**src/rtl/cssel_pkg.sv**
```systemverilog
// Package of constants and types for the system clock source selector.
// ****************************************************************
// Register bus geometry
// ****************************************************************
package cssel_pkg;

   localparam int ADDR_W = 4;
   localparam int DATA_W = 8;

   // Register offsets on the plain register port.
   localparam logic [3:0] OFS_OSC_CTRL = 4'h0;
   localparam logic [3:0] OFS_OSC_TUNE = 4'h1;
   localparam logic [3:0] OFS_SEC_TMR = 4'h2;
   localparam logic [3:0] OFS_PRI_CFG = 4'h3;

   // ****************************************************************
   // Field positions
   // ****************************************************************
   localparam int BIT_IDLE_EN = 7;
   localparam int BIT_IFREQ_LO = 4;
   localparam int BIT_PRI_RUN = 3;
   localparam int BIT_INT_STABLE = 2;
   localparam int BIT_SCS_LO = 0;
   localparam int BIT_LF_SRC = 7;
   localparam int BIT_SEC_RUN = 6;
   localparam int BIT_SEC_OSC_EN = 3;

   // Writable bits of the tuning and secondary timer registers.
   localparam logic [7:0] TUNE_WR_MASK = 8'hBF;
   localparam logic [7:0] SEC_WR_MASK = 8'hBF;

   // ****************************************************************
   // Reset values
   // ****************************************************************
   localparam logic [1:0] SCS_RST = 2'h0;
   localparam logic [2:0] IFREQ_RST = 3'h4;
   localparam logic [7:0] TUNE_RST = 8'h00;
   localparam logic [7:0] SEC_RST = 8'h00;

   // Source-select encodings and the lowest internal frequency code.
   localparam logic [1:0] SCS_PRIMARY = 2'h0;
   localparam logic [1:0] SCS_SECONDARY = 2'h1;
   localparam logic [2:0] IFREQ_LOW = 3'h0;

   // ****************************************************************
   // Switch pause, counted in source cycles
   // ****************************************************************
   localparam logic [1:0] OLD_SRC_CYCLES = 2'h2;
   localparam logic [1:0] NEW_SRC_CYCLES = 2'h3;

   // Postscaler counter width; the lowest rate divides by 256.
   localparam int POST_W = 8;

   typedef enum logic [1:0] {SRC_PRIMARY, SRC_SECONDARY, SRC_INTERNAL} cssel_src_t;

   typedef enum logic [1:0] {ST_RUN, ST_WAIT_STABLE, ST_OLD_PAUSE, ST_NEW_PAUSE} cssel_state_t;

endpackage

```
**src/rtl/cssel_post_if.sv**
```systemverilog
// Interface between the selector and its internal oscillator postscaler.
`timescale 1ns/1ps
`default_nettype none
interface cssel_post_if;
   logic fast_tick;
   logic [2:0] ratio;
   logic div_tick;

   modport sel
   (
      output fast_tick,
      output ratio,
      input div_tick
   );

   modport post
   (
      input fast_tick,
      input ratio,
      output div_tick
   );
endinterface
`default_nettype wire

```
**src/rtl/cssel_postscaler.sv**
```systemverilog
// Postscaler that derives the divided internal frequencies from the fast oscillator.
`timescale 1ns/1ps
`default_nettype none
module cssel_postscaler
(
   input wire logic i_clk_sys, // System clock.
   input wire logic i_rst_n, // Synchronous reset, active low.
   cssel_post_if.post post // Fast tick in, divided tick out.
);

   logic [cssel_pkg::POST_W-1:0] cnt_q;
   logic [cssel_pkg::POST_W-1:0] mask;

   // ****************************************************************
   // Free-running divider
   // ****************************************************************
   // The counter only advances on fast oscillator ticks.
   always_ff @(posedge i_clk_sys)
   begin
      if (!i_rst_n)
         cnt_q <= '0;
      else if (post.fast_tick)
         cnt_q <= cnt_q + 8'h01;
   end

   // Each ratio code picks a divide-by mask; the code is decoded
   // combinationally so a new ratio takes effect on the next tick.
   always_comb
   begin
      unique case (post.ratio)
         3'h7: mask = 8'h00;
         3'h6: mask = 8'h01;
         3'h5: mask = 8'h03;
         3'h4: mask = 8'h07;
         3'h3: mask = 8'h0F;
         3'h2: mask = 8'h1F;
         3'h1: mask = 8'h3F;
         3'h0: mask = 8'hFF;
      endcase
   end

   assign post.div_tick = post.fast_tick && ((cnt_q & mask) == mask);

endmodule
`default_nettype wire

```
**src/rtl/cssel_top.sv**
```systemverilog
// System clock source selector with glitch-free switching between oscillators.
//
// How it works
// RULE_01 - Two-bit field picks primary, secondary, internal source.
// RULE_02 - Every reset clears the source-select bits.
// RULE_03 - Three-bit field picks internal block output frequency.
// RULE_04 - Frequency field change acts immediately on internal output.
// RULE_05 - Reset sets internal block to default frequency.
// RULE_06 - Lowest code with source bit set uses postscaler.
// RULE_07 - Lowest code, bit clear: RC clock, fast off.
// RULE_08 - Watchdog and monitor always clocked from RC.
// RULE_09 - Primary flag after start-up timers, primary active.
// RULE_10 - Internal flag when block stable and active.
// RULE_11 - Secondary flag while secondary oscillator drives clock.
// RULE_12 - At most one source status flag set.
// RULE_13 - No flags for RC clock or unstable block.
// RULE_14 - Sleep instruction: sleep or idle by enable bit.
// RULE_15 - Secondary select ignored unless its oscillator enabled.
// RULE_16 - Software starts secondary oscillator before selecting it.
// RULE_17 - Switch pauses two old plus three new cycles.
// RULE_18 - Unstable new source: stay on old until stable.
`timescale 1ns/1ps
`default_nettype none
module cssel_top
(
   input wire logic i_clk_sys, // System clock, 100 MHz.
   input wire logic i_rst_n, // Synchronous reset, active low.
   input wire logic [3:0] i_addr, // Register address.
   input wire logic [7:0] i_wdata, // Register write data.
   input wire logic i_wr, // Write strobe.
   input wire logic i_rd, // Read strobe.
   output logic [7:0] o_rdata, // Read data, valid the cycle after the strobe.
   input wire logic [3:0] i_primary_osc_config, // Primary oscillator configuration bits.
   input wire logic i_pll_en, // PLL is enabled for the primary source.
   input wire logic i_prim_tick, // One cycle per primary oscillator period.
   input wire logic i_prim_ready, // Oscillator start-up timer has expired.
   input wire logic i_pll_ready, // PLL start-up timer has expired.
   input wire logic i_sec_tick, // One cycle per secondary oscillator period.
   input wire logic i_sec_stable, // Secondary oscillator is running and stable.
   input wire logic i_lprc_tick, // One cycle per low-power RC period.
   input wire logic i_fast_tick, // One cycle per fast internal oscillator period.
   input wire logic i_fast_stable, // Fast internal oscillator has stabilized.
   input wire logic i_sleep_exec, // Sleep instruction executed, one-cycle pulse.
   output logic o_sys_tick, // System clock tick after the switch gate.
   output logic o_clk_paused, // System clock held during a handover.
   output logic o_wdt_tick, // Watchdog tick from the RC oscillator.
   output logic o_fscm_tick, // Fail-safe monitor tick from the RC oscillator.
   output logic o_fast_osc_en, // Enable of the fast internal oscillator.
   output logic o_sec_osc_en, // Enable of the secondary oscillator.
   output logic o_sleep_enter, // Pulse: enter full sleep.
   output logic o_idle_enter, // Pulse: enter an idle mode.
   output logic [1:0] o_active_src // Source now driving the system clock.
);

   // ****************************************************************
   // Declarations
   // ****************************************************************
   logic idle_enable_q;
   logic [2:0] internal_freq_sel_q;
   logic [1:0] system_clock_source_sel_q;
   logic [7:0] osc_tuning_reg_q;
   logic [7:0] secondary_timer_ctrl_reg_q;
   logic [3:0] primary_osc_config_q;
   logic primary_running_flag_q;
   logic internal_stable_flag_q;
   logic secondary_running_flag_q;
   logic [7:0] rdata_q;
   logic sys_tick_q;
   logic wdt_tick_q;
   logic sleep_q;
   logic idle_q;
   logic [1:0] cnt_q;
   logic low_freq_source_sel;
   logic secondary_osc_enable;
   logic lprc_supplies;
   logic int_tick;
   logic int_stable;
   logic req_stable;
   logic old_tick;
   logic new_tick;
   logic running;
   logic wr_ctrl;
   logic [1:0] scs_wr;
   cssel_pkg::cssel_src_t req_src;
   cssel_pkg::cssel_src_t cur_q;
   cssel_pkg::cssel_src_t tgt_q;
   cssel_pkg::cssel_state_t state_q;

   cssel_post_if post_bus ();

   // ****************************************************************
   // Internal oscillator block
   // ****************************************************************
   // The postscaler sees the frequency field directly, so a write is
   // felt on the very next fast tick with no handover pause.
   assign post_bus.fast_tick = i_fast_tick;
   assign post_bus.ratio = internal_freq_sel_q; // RULE_04

   cssel_postscaler u_post
   (
      .i_clk_sys (i_clk_sys),
      .i_rst_n (i_rst_n),
      .post (post_bus.post)
   );

   assign low_freq_source_sel = osc_tuning_reg_q[cssel_pkg::BIT_LF_SRC];
   assign secondary_osc_enable = secondary_timer_ctrl_reg_q[cssel_pkg::BIT_SEC_OSC_EN];

   // At the lowest code the RC oscillator supplies the block unless the
   // postscaler path was chosen.
   assign lprc_supplies = (internal_freq_sel_q == cssel_pkg::IFREQ_LOW) &&
                          !low_freq_source_sel; // RULE_07

   // Block output: RC ticks on the RC path, or postscaled fast ticks otherwise.
   assign int_tick = lprc_supplies ? i_lprc_tick : post_bus.div_tick; // RULE_03 RULE_06

   // The RC path is always ready; the fast path needs its oscillator settled.
   assign int_stable = lprc_supplies || i_fast_stable;

   // ****************************************************************
   // Source request decode
   // ****************************************************************
   // Any code with the high bit set selects the internal block.
   always_comb
   begin
      if (system_clock_source_sel_q[1])
         req_src = cssel_pkg::SRC_INTERNAL;
      else if (system_clock_source_sel_q[0])
         req_src = cssel_pkg::SRC_SECONDARY;
      else
         req_src = cssel_pkg::SRC_PRIMARY;
   end // RULE_01

   // Primary readiness includes the PLL timer only when the PLL is used.
   always_comb
   begin
      unique case (req_src)
         cssel_pkg::SRC_PRIMARY: req_stable = i_prim_ready && (i_pll_ready || !i_pll_en);
         cssel_pkg::SRC_SECONDARY: req_stable = i_sec_stable;
         default: req_stable = int_stable;
      endcase
   end

   // Tick of the source now running and of the source being switched to.
   always_comb
   begin
      unique case (cur_q)
         cssel_pkg::SRC_PRIMARY: old_tick = i_prim_tick;
         cssel_pkg::SRC_SECONDARY: old_tick = i_sec_tick;
         default: old_tick = int_tick;
      endcase
      unique case (tgt_q)
         cssel_pkg::SRC_PRIMARY: new_tick = i_prim_tick;
         cssel_pkg::SRC_SECONDARY: new_tick = i_sec_tick;
         default: new_tick = int_tick;
      endcase
   end

   // ****************************************************************
   // Register writes
   // ****************************************************************
   assign wr_ctrl = i_wr && (i_addr == cssel_pkg::OFS_OSC_CTRL);
   assign scs_wr = i_wdata[cssel_pkg::BIT_SCS_LO +: 2];

   // A request for the secondary source is dropped, leaving the field as
   // it was, when its oscillator is not enabled. Software is expected to
   // have that oscillator settled first; if not, the switch logic waits.
   always_ff @(posedge i_clk_sys)
   begin
      if (!i_rst_n)
         system_clock_source_sel_q <= cssel_pkg::SCS_RST; // RULE_02
      else if (wr_ctrl && !((scs_wr == cssel_pkg::SCS_SECONDARY) && !secondary_osc_enable))
         system_clock_source_sel_q <= scs_wr; // RULE_15 RULE_16
   end

   // Frequency field and idle enable share the control register.
   always_ff @(posedge i_clk_sys)
   begin
      if (!i_rst_n)
      begin
         internal_freq_sel_q <= cssel_pkg::IFREQ_RST; // RULE_05
         idle_enable_q <= 1'b0;
      end
      else if (wr_ctrl)
      begin
         internal_freq_sel_q <= i_wdata[cssel_pkg::BIT_IFREQ_LO +: 3]; // RULE_03
         idle_enable_q <= i_wdata[cssel_pkg::BIT_IDLE_EN];
      end
   end

   // Tuning register; the unused bit is kept at zero by the mask.
   always_ff @(posedge i_clk_sys)
   begin
      if (!i_rst_n)
         osc_tuning_reg_q <= cssel_pkg::TUNE_RST;
      else if (i_wr && (i_addr == cssel_pkg::OFS_OSC_TUNE))
         osc_tuning_reg_q <= i_wdata & cssel_pkg::TUNE_WR_MASK; // RULE_06
   end

   // Secondary timer control; the running flag is not stored here.
   always_ff @(posedge i_clk_sys)
   begin
      if (!i_rst_n)
         secondary_timer_ctrl_reg_q <= cssel_pkg::SEC_RST;
      else if (i_wr && (i_addr == cssel_pkg::OFS_SEC_TMR))
         secondary_timer_ctrl_reg_q <= i_wdata & cssel_pkg::SEC_WR_MASK;
   end

   // Configuration bits are captured after reset release, never under it.
   always_ff @(posedge i_clk_sys)
   begin
      if (!i_rst_n)
         primary_osc_config_q <= 4'h0;
      else
         primary_osc_config_q <= i_primary_osc_config; // RULE_01
   end

   // ****************************************************************
   // Glitch-free switch sequencer
   // ****************************************************************
   // The handover waits in the old source until the new one is ready,
   // then holds the clock for two old cycles and three new cycles. A new
   // request made during the pause is served once the pause completes;
   // cutting a pause short could emit a runt clock.
   always_ff @(posedge i_clk_sys)
   begin
      if (!i_rst_n)
      begin
         state_q <= cssel_pkg::ST_RUN;
         cur_q <= cssel_pkg::SRC_PRIMARY;
         tgt_q <= cssel_pkg::SRC_PRIMARY;
         cnt_q <= 2'h0;
      end
      else
      begin
         unique case (state_q)
            cssel_pkg::ST_RUN:
            begin
               if (req_src != cur_q)
               begin
                  tgt_q <= req_src;
                  cnt_q <= 2'h0;
                  state_q <= req_stable ? cssel_pkg::ST_OLD_PAUSE :
                                          cssel_pkg::ST_WAIT_STABLE; // RULE_18
               end
            end
            cssel_pkg::ST_WAIT_STABLE:
            begin
               if (req_src == cur_q)
                  state_q <= cssel_pkg::ST_RUN;
               else
               begin
                  tgt_q <= req_src;
                  if (req_stable)
                     state_q <= cssel_pkg::ST_OLD_PAUSE; // RULE_18
               end
            end
            cssel_pkg::ST_OLD_PAUSE:
            begin
               if (old_tick)
               begin
                  if (cnt_q == cssel_pkg::OLD_SRC_CYCLES - 2'h1)
                  begin
                     cnt_q <= 2'h0;
                     state_q <= cssel_pkg::ST_NEW_PAUSE; // RULE_17
                  end
                  else
                     cnt_q <= cnt_q + 2'h1;
               end
            end
            cssel_pkg::ST_NEW_PAUSE:
            begin
               if (new_tick)
               begin
                  if (cnt_q == cssel_pkg::NEW_SRC_CYCLES - 2'h1)
                  begin
                     cnt_q <= 2'h0;
                     cur_q <= tgt_q;
                     state_q <= cssel_pkg::ST_RUN; // RULE_17
                  end
                  else
                     cnt_q <= cnt_q + 2'h1;
               end
            end
         endcase
      end
   end

   assign running = (state_q == cssel_pkg::ST_RUN) || (state_q == cssel_pkg::ST_WAIT_STABLE);

   // The gated tick only passes old-source ticks while not paused.
   always_ff @(posedge i_clk_sys)
   begin
      if (!i_rst_n)
         sys_tick_q <= 1'b0;
      else
         sys_tick_q <= running && old_tick; // RULE_17
   end

   // ****************************************************************
   // Clock-source status flags
   // ****************************************************************
   // Each flag needs its own source active and the clock not paused, so no
   // two can be high together.
   always_ff @(posedge i_clk_sys)
   begin
      if (!i_rst_n)
      begin
         primary_running_flag_q <= 1'b0;
         internal_stable_flag_q <= 1'b0;
         secondary_running_flag_q <= 1'b0;
      end
      else
      begin
         primary_running_flag_q <= running && (cur_q == cssel_pkg::SRC_PRIMARY) &&
                                   i_prim_ready && (i_pll_ready || !i_pll_en); // RULE_09 RULE_12
         internal_stable_flag_q <= running && (cur_q == cssel_pkg::SRC_INTERNAL) &&
                                   !lprc_supplies && i_fast_stable; // RULE_10 RULE_13
         secondary_running_flag_q <= running && (cur_q == cssel_pkg::SRC_SECONDARY); // RULE_11
      end
   end

   // ****************************************************************
   // Always-on RC consumers and oscillator enables
   // ****************************************************************
   // Watchdog and monitor keep the RC clock whatever source bit is set.
   always_ff @(posedge i_clk_sys)
   begin
      if (!i_rst_n)
         wdt_tick_q <= 1'b0;
      else
         wdt_tick_q <= i_lprc_tick; // RULE_08
   end

   // Stopping the fast oscillator only on the RC path saves current; any
   // other choice keeps it warm so a jump up in frequency is quick.
   assign o_fast_osc_en = !((cur_q == cssel_pkg::SRC_INTERNAL) && lprc_supplies &&
                            (state_q == cssel_pkg::ST_RUN) &&
                            (req_src == cssel_pkg::SRC_INTERNAL)); // RULE_07
   assign o_sec_osc_en = secondary_osc_enable;

   // ****************************************************************
   // Sleep instruction
   // ****************************************************************
   always_ff @(posedge i_clk_sys)
   begin
      if (!i_rst_n)
      begin
         sleep_q <= 1'b0;
         idle_q <= 1'b0;
      end
      else
      begin
         sleep_q <= i_sleep_exec && !idle_enable_q; // RULE_14
         idle_q <= i_sleep_exec && idle_enable_q; // RULE_14
      end
   end

   // ****************************************************************
   // Register reads
   // ****************************************************************
   // Read data stand only in the cycle after the strobe; unmapped
   // addresses and idle cycles return zero.
   always_ff @(posedge i_clk_sys)
   begin
      if (!i_rst_n)
         rdata_q <= 8'h00;
      else if (i_rd)
      begin
         unique case (i_addr)
            cssel_pkg::OFS_OSC_CTRL:
               rdata_q <= {idle_enable_q, internal_freq_sel_q, primary_running_flag_q,
                           internal_stable_flag_q, system_clock_source_sel_q};
            cssel_pkg::OFS_OSC_TUNE:
               rdata_q <= osc_tuning_reg_q;
            cssel_pkg::OFS_SEC_TMR:
               rdata_q <= secondary_timer_ctrl_reg_q |
                          {1'b0, secondary_running_flag_q, 6'h00};
            cssel_pkg::OFS_PRI_CFG:
               rdata_q <= {4'h0, primary_osc_config_q};
            default:
               rdata_q <= 8'h00;
         endcase
      end
      else
         rdata_q <= 8'h00;
   end

   // ****************************************************************
   // Outputs
   // ****************************************************************
   assign o_rdata = rdata_q;
   assign o_sys_tick = sys_tick_q;
   assign o_clk_paused = !running;
   assign o_wdt_tick = wdt_tick_q;
   assign o_fscm_tick = wdt_tick_q;
   assign o_sleep_enter = sleep_q;
   assign o_idle_enter = idle_q;
   assign o_active_src = cur_q;

endmodule
`default_nettype wire

```
**config.mk**
```make
export PLATFORM = sky130hd
export DESIGN_NAME = cssel_top
export DESIGN_NICKNAME = d
export VERILOG_FILES = /design/src/rtl/cssel_pkg.sv /design/src/rtl/cssel_post_if.sv /design/src/rtl/cssel_postscaler.sv /design/src/rtl/cssel_top.sv
export SDC_FILE = /design/constraint.sdc
export NUM_CORES = 1
export LEC_CHECK = 0
export ABC_AREA = 1
export ABC_CLOCK_PERIOD_IN_PS = 1300
export BUFFER_PORTS_ARGS = -buffer_cell sky130_fd_sc_hd__clkbuf_2
export CORE_ASPECT_RATIO = 1.4
export CORE_UTILIZATION = 49
export CTS_CLUSTER_SIZE = 12
export DETAILED_ROUTE_END_ITERATION = 10
export PLACE_DENSITY = 0.74
export SYNTH_ARGS = -nofsm -noshare
export SYNTH_HDL_FRONTEND = slang
export SYNTH_SLANG_ARGS = --single-unit
```
**constraint.sdc**
```tcl
create_clock -name i_clk_sys -period 1.3 [get_ports i_clk_sys]
set_clock_uncertainty 0.1 [all_clocks]
set_input_delay 0.13 -clock i_clk_sys [delete_from_list [all_inputs] [get_ports i_clk_sys]]
set_output_delay 0.13 -clock i_clk_sys [all_outputs]
set_load 0.02 [all_outputs]
```
==> flow_summary.yaml <==
clock_network:
  h-tree-depth: 3
  cts_root_buf: "clkbuf_8"
  clk_pin_slew_ns: 0.07
  clockBufferDepth: 2
  cts_tree: "built"
  clock-sinks: 62
  numCtsBuffers: 9
  clk_latency_ns: 0.35
setup_path:
  critPathMaxStageDelay_ns: 0.37
  cp_max_fo: 5
  path_cells: "inv_2 -> nand2_1 -> nor2_1 -> nor2_2 -> nand2_2 -> nand2_2 -> nor2_2 -> nor2_2 -> nand3_2 -> nand2_1 -> nand2_1 -> nor2_1"
  cp-end-kind: "flop"
  slowest_stage: "dfxtp_4"
  cp-start-kind: "flop"
  worstPathRequired_ns: 1.44
  cp.arrival_ns: 1.77
  rr_startpoint: "system_clock_source_sel_q[1]$_SDFFE_PN0P_"
  r2r_end: "state_q[0]$_SDFFE_PN0P_"
  rrSetupSlack_ns: -0.32
  path_class: "reg2reg"
  r2r_cells: 12
grt:
  grt_pass1_vias: 2766
  grt_usage: 0.266
  grt_max_degree: 16
  antenna_found_initial: 0
  grt_overflow: 0
  grt_pass1_wl_um: 11400
hold_path:
  min_path_cells: 3
  min_to: "osc_tuning_reg_q[2]$_SDFFE_PN0P_"
  hold_path.class: "in2reg"
  hold_path_startpoint: "i_wdata[2]"
place:
  gp_congestion: 0.861
  place_area_um2: 3280
  dp.cells: 515
  dp_hpwl_um: 4640
  port_buffers: 47
sta:
  slew_headroom: 0.716
  final-hold-violation-count: 0
  hold_slack_ns: 0.00652
  fin_ws_ns: -0.323
  fmax_mhz: 616
  timing.final.max_slew_violations: 0
  worstMarginPinSlew_ns: 0.424
  rsz0062_at_grt: "true"
  timing.final.crit_share: 1.25
  setup_violations: 15
  fin_crit_ns: 1.62
pwr:
  ir_drop_mv: 0.814
  pwr_density_cell_nw_per_um2: 1190
  leakage_nw: 1.87
floorplanning:
  die_width_um: 63.7
  die_h_um: 88.3
  io_pins: 48
  die-area_um2: 5620
  core_um2: 5160
  start_util: 0.505
  fp-row-count: 31
drt:
  post_drt_wl_per_cell_um: 13.6
  first_iter_violations: 181
  routed_via_density: 5.09
  ant_nets: 0
  wl_um: 7620
  dr.pass1.iters: 5
  vias: 2848
  drcViolationCount: 0
layout:
  nets: 520
  final_cell_count_no_fill: 559
  antenna_cells: 0
  area_growth_pct: 51.9
  num-fill-cells: 356
  layout-drive-gt1-share: 0.434
  stdcell_area_um2: 3960
synthesis:
  synth.top_cell.area_share: 0.476
  syn_avg_cell_area_um2: 7.24
  synth-seq-cells: 62
  yosysSeqAreaShare: 0.476
  synth_top_cells_by_area: "dfxtp_1, inv_1, nand2_1"
  syn_inst: 360
  ys_warn_count: 0
  yosys.area.top_type: "dfxtp_1"
  syn_nets: 391
  yosysUniqueCellTypes: 29
  netlist_area_um2: 2610
run:
  cap_violations: 0
status:
  status: "finished, violations left"
  violations: "setup timing"
==> final cells by class <==
cell class / count / area, µm² / area share
flip-flops and latches: 62 / 1270 / 0.320
multi-input cells: 219 / 1260 / 0.318
repair buffers: 126 / 903 / 0.228
inverters: 71 / 274 / 0.0692
clock buffers: 11 / 151 / 0.0382
well taps: 66 / 82.6 / 0.0208
clock inverters: 4 / 21.3 / 0.00537
==> cell usage after synthesis <==
library cell	count
nor3_4	1
a22oi_1	1
o21ai_1	2
a211oi_1	2
nor3_1	10
buf_4	1
nand3_2	1
clkbuf_1	6
nand3_1	14
inv_2	9
nor2_2	2
buf_1	1
o2bb2ai_1	2
ha_1	1
o211ai_1	1
o21ai_2	1
nand2_4	1
o22ai_1	7
nor2_4	2
dfxtp_1	62
o31ai_1	1
nand2_1	58
nand3b_1	1
nor2_1	40
inv_1	62
o21ai_0	32
nand4_1	4
a21oi_1	33
xor2_1	2
==> how the worst max path moves through the flow <==
stage	startpoint	end	slack, ns	cells after the start
global route	o_active_src[1]$_SDFFE_PN0P_	state_q[0]$_SDFFE_PN0P_	-0.39	11
finish	system_clock_source_sel_q[1]$_SDFFE_PN0P_	state_q[0]$_SDFFE_PN0P_	-0.32	12
detailed placement	u_post.cnt_q[4]$_SDFFE_PN0P_	state_q[1]$_SDFFE_PN0P_	-0.16	11
CTS	o_active_src[1]$_SDFFE_PN0P_	o_fast_osc_en	-0.21	5
global placement	internal_freq_sel_q[2]$_SDFFE_PN1N_	state_q[0]$_SDFFE_PN0P_	-0.12	12
floorplan	internal_freq_sel_q[2]$_SDFFE_PN1N_	state_q[0]$_SDFFE_PN0P_	-0.02	12
==> layout by cell type (no fill, tap or decap), types with 2 or more instances in the layout <==
| master | instances |
|---|---|
| o22ai_1 | 7 |
| nand2_1 | 42 |
| buf_6 | 7 |
| o21ai_0 | 28 |
| o2bb2ai_1 | 2 |
| dfxtp_4 | 3 |
| dlygate4sd3_1 | 12 |
| buf_4 | 60 |
| nand2_4 | 3 |
| nand2_2 | 14 |
| nand3_1 | 5 |
| a21oi_2 | 2 |
| nor2_2 | 14 |
| nand3_2 | 7 |
| a21oi_1 | 31 |
| nand3_4 | 3 |
| nor2_4 | 3 |
| clkbuf_2 | 45 |
| o21ai_1 | 4 |
| nor3_1 | 9 |
| nor2_1 | 27 |
| clkbuf_8 | 12 |
| dfxtp_2 | 12 |
| a211oi_1 | 2 |
| inv_4 | 4 |
| o21ai_2 | 3 |
| inv_1 | 54 |
| clkinv_2 | 3 |
| dfxtp_1 | 47 |
| inv_2 | 14 |
| nand4_1 | 4 |
==> report_power, final <==
part           switching, mW  internal (mW)  total [mW]
clock network          0.762          0.776        1.54
logic                  0.645          0.474        1.12
registers             0.0765           2.00        2.07
==> worst max-delay path: cells and delay by family (launching register included) <==
family	cells	cell delay, ns
buffers and inverters	1	0.09
and+or+nand+nor	11	0.96
DFF	1	0.37
==> cells by family after synthesis <==
family / count (synthesis) / share of synthesized area
simple gates: 134 / 0.227
xor+xnor: 2 / 0.00672
flops: 62 / 0.476
buf+inv: 79 / 0.115
compound gates: 82 / 0.170
fa+ha+maj: 1 / 0.00480
==> sequential cells by signal (all words and copies together), names as in the netlist <==
signal,flops
o_rdata,8
o_idle_enter,1
internal_freq_sel_q,3
osc_tuning_reg_q,7
cnt_q,2
u_post.cnt_q,8
state_q,2
o_sys_tick,1
secondary_timer_ctrl_reg_q,7
idle_enable_q,1
internal_stable_flag_q,1
primary_osc_config_q,4
system_clock_source_sel_q,2
o_fscm_tick,1
tgt_q,2
u_post.mask,7
o_sleep_enter,1
o_active_src,2
primary_running_flag_q,1
secondary_running_flag_q,1
==> per-stage QoR <==
stage | worst slack, ns | utilization | TNS, ns | power [mW]
6_report | -0.323 | 0.768 | -2.74 | 4.73
5_1_grt | -0.394 | 0.768 | -3.78 | 4.94
4_1_cts | -0.206 | 0.728 | -1.47 | 4.52
3_5_place_dp | -0.155 | 0.637 | -1.67 | 2.93
3_3_place_gp | -0.123 | 0.637 | -1.01 | 2.90
2_1_floorplan | -0.0215 | - | -0.0676 | 2.60
==> routing by layer <==
metal / vias to the layer above / share of wire / track usage
li1: 1402 / - / -
met1: 1311 / 0.37 / 0.251
met2: 102 / 0.54 / 0.511
met3: 33 / 0.039 / 0.0490
met4: 0 / 0.044 / 0.190
met5: - / 0 / 0
==> timing repair <==
item,4_1_cts,5_1_grt
setup buffers,13,6
resized for setup,34,53
setup endpoints to repair,11,17
endpoints found under the hold margin,14,0
hold buffers,12,0
pin swaps,18,35
Power figures use the tool's default switching activity.
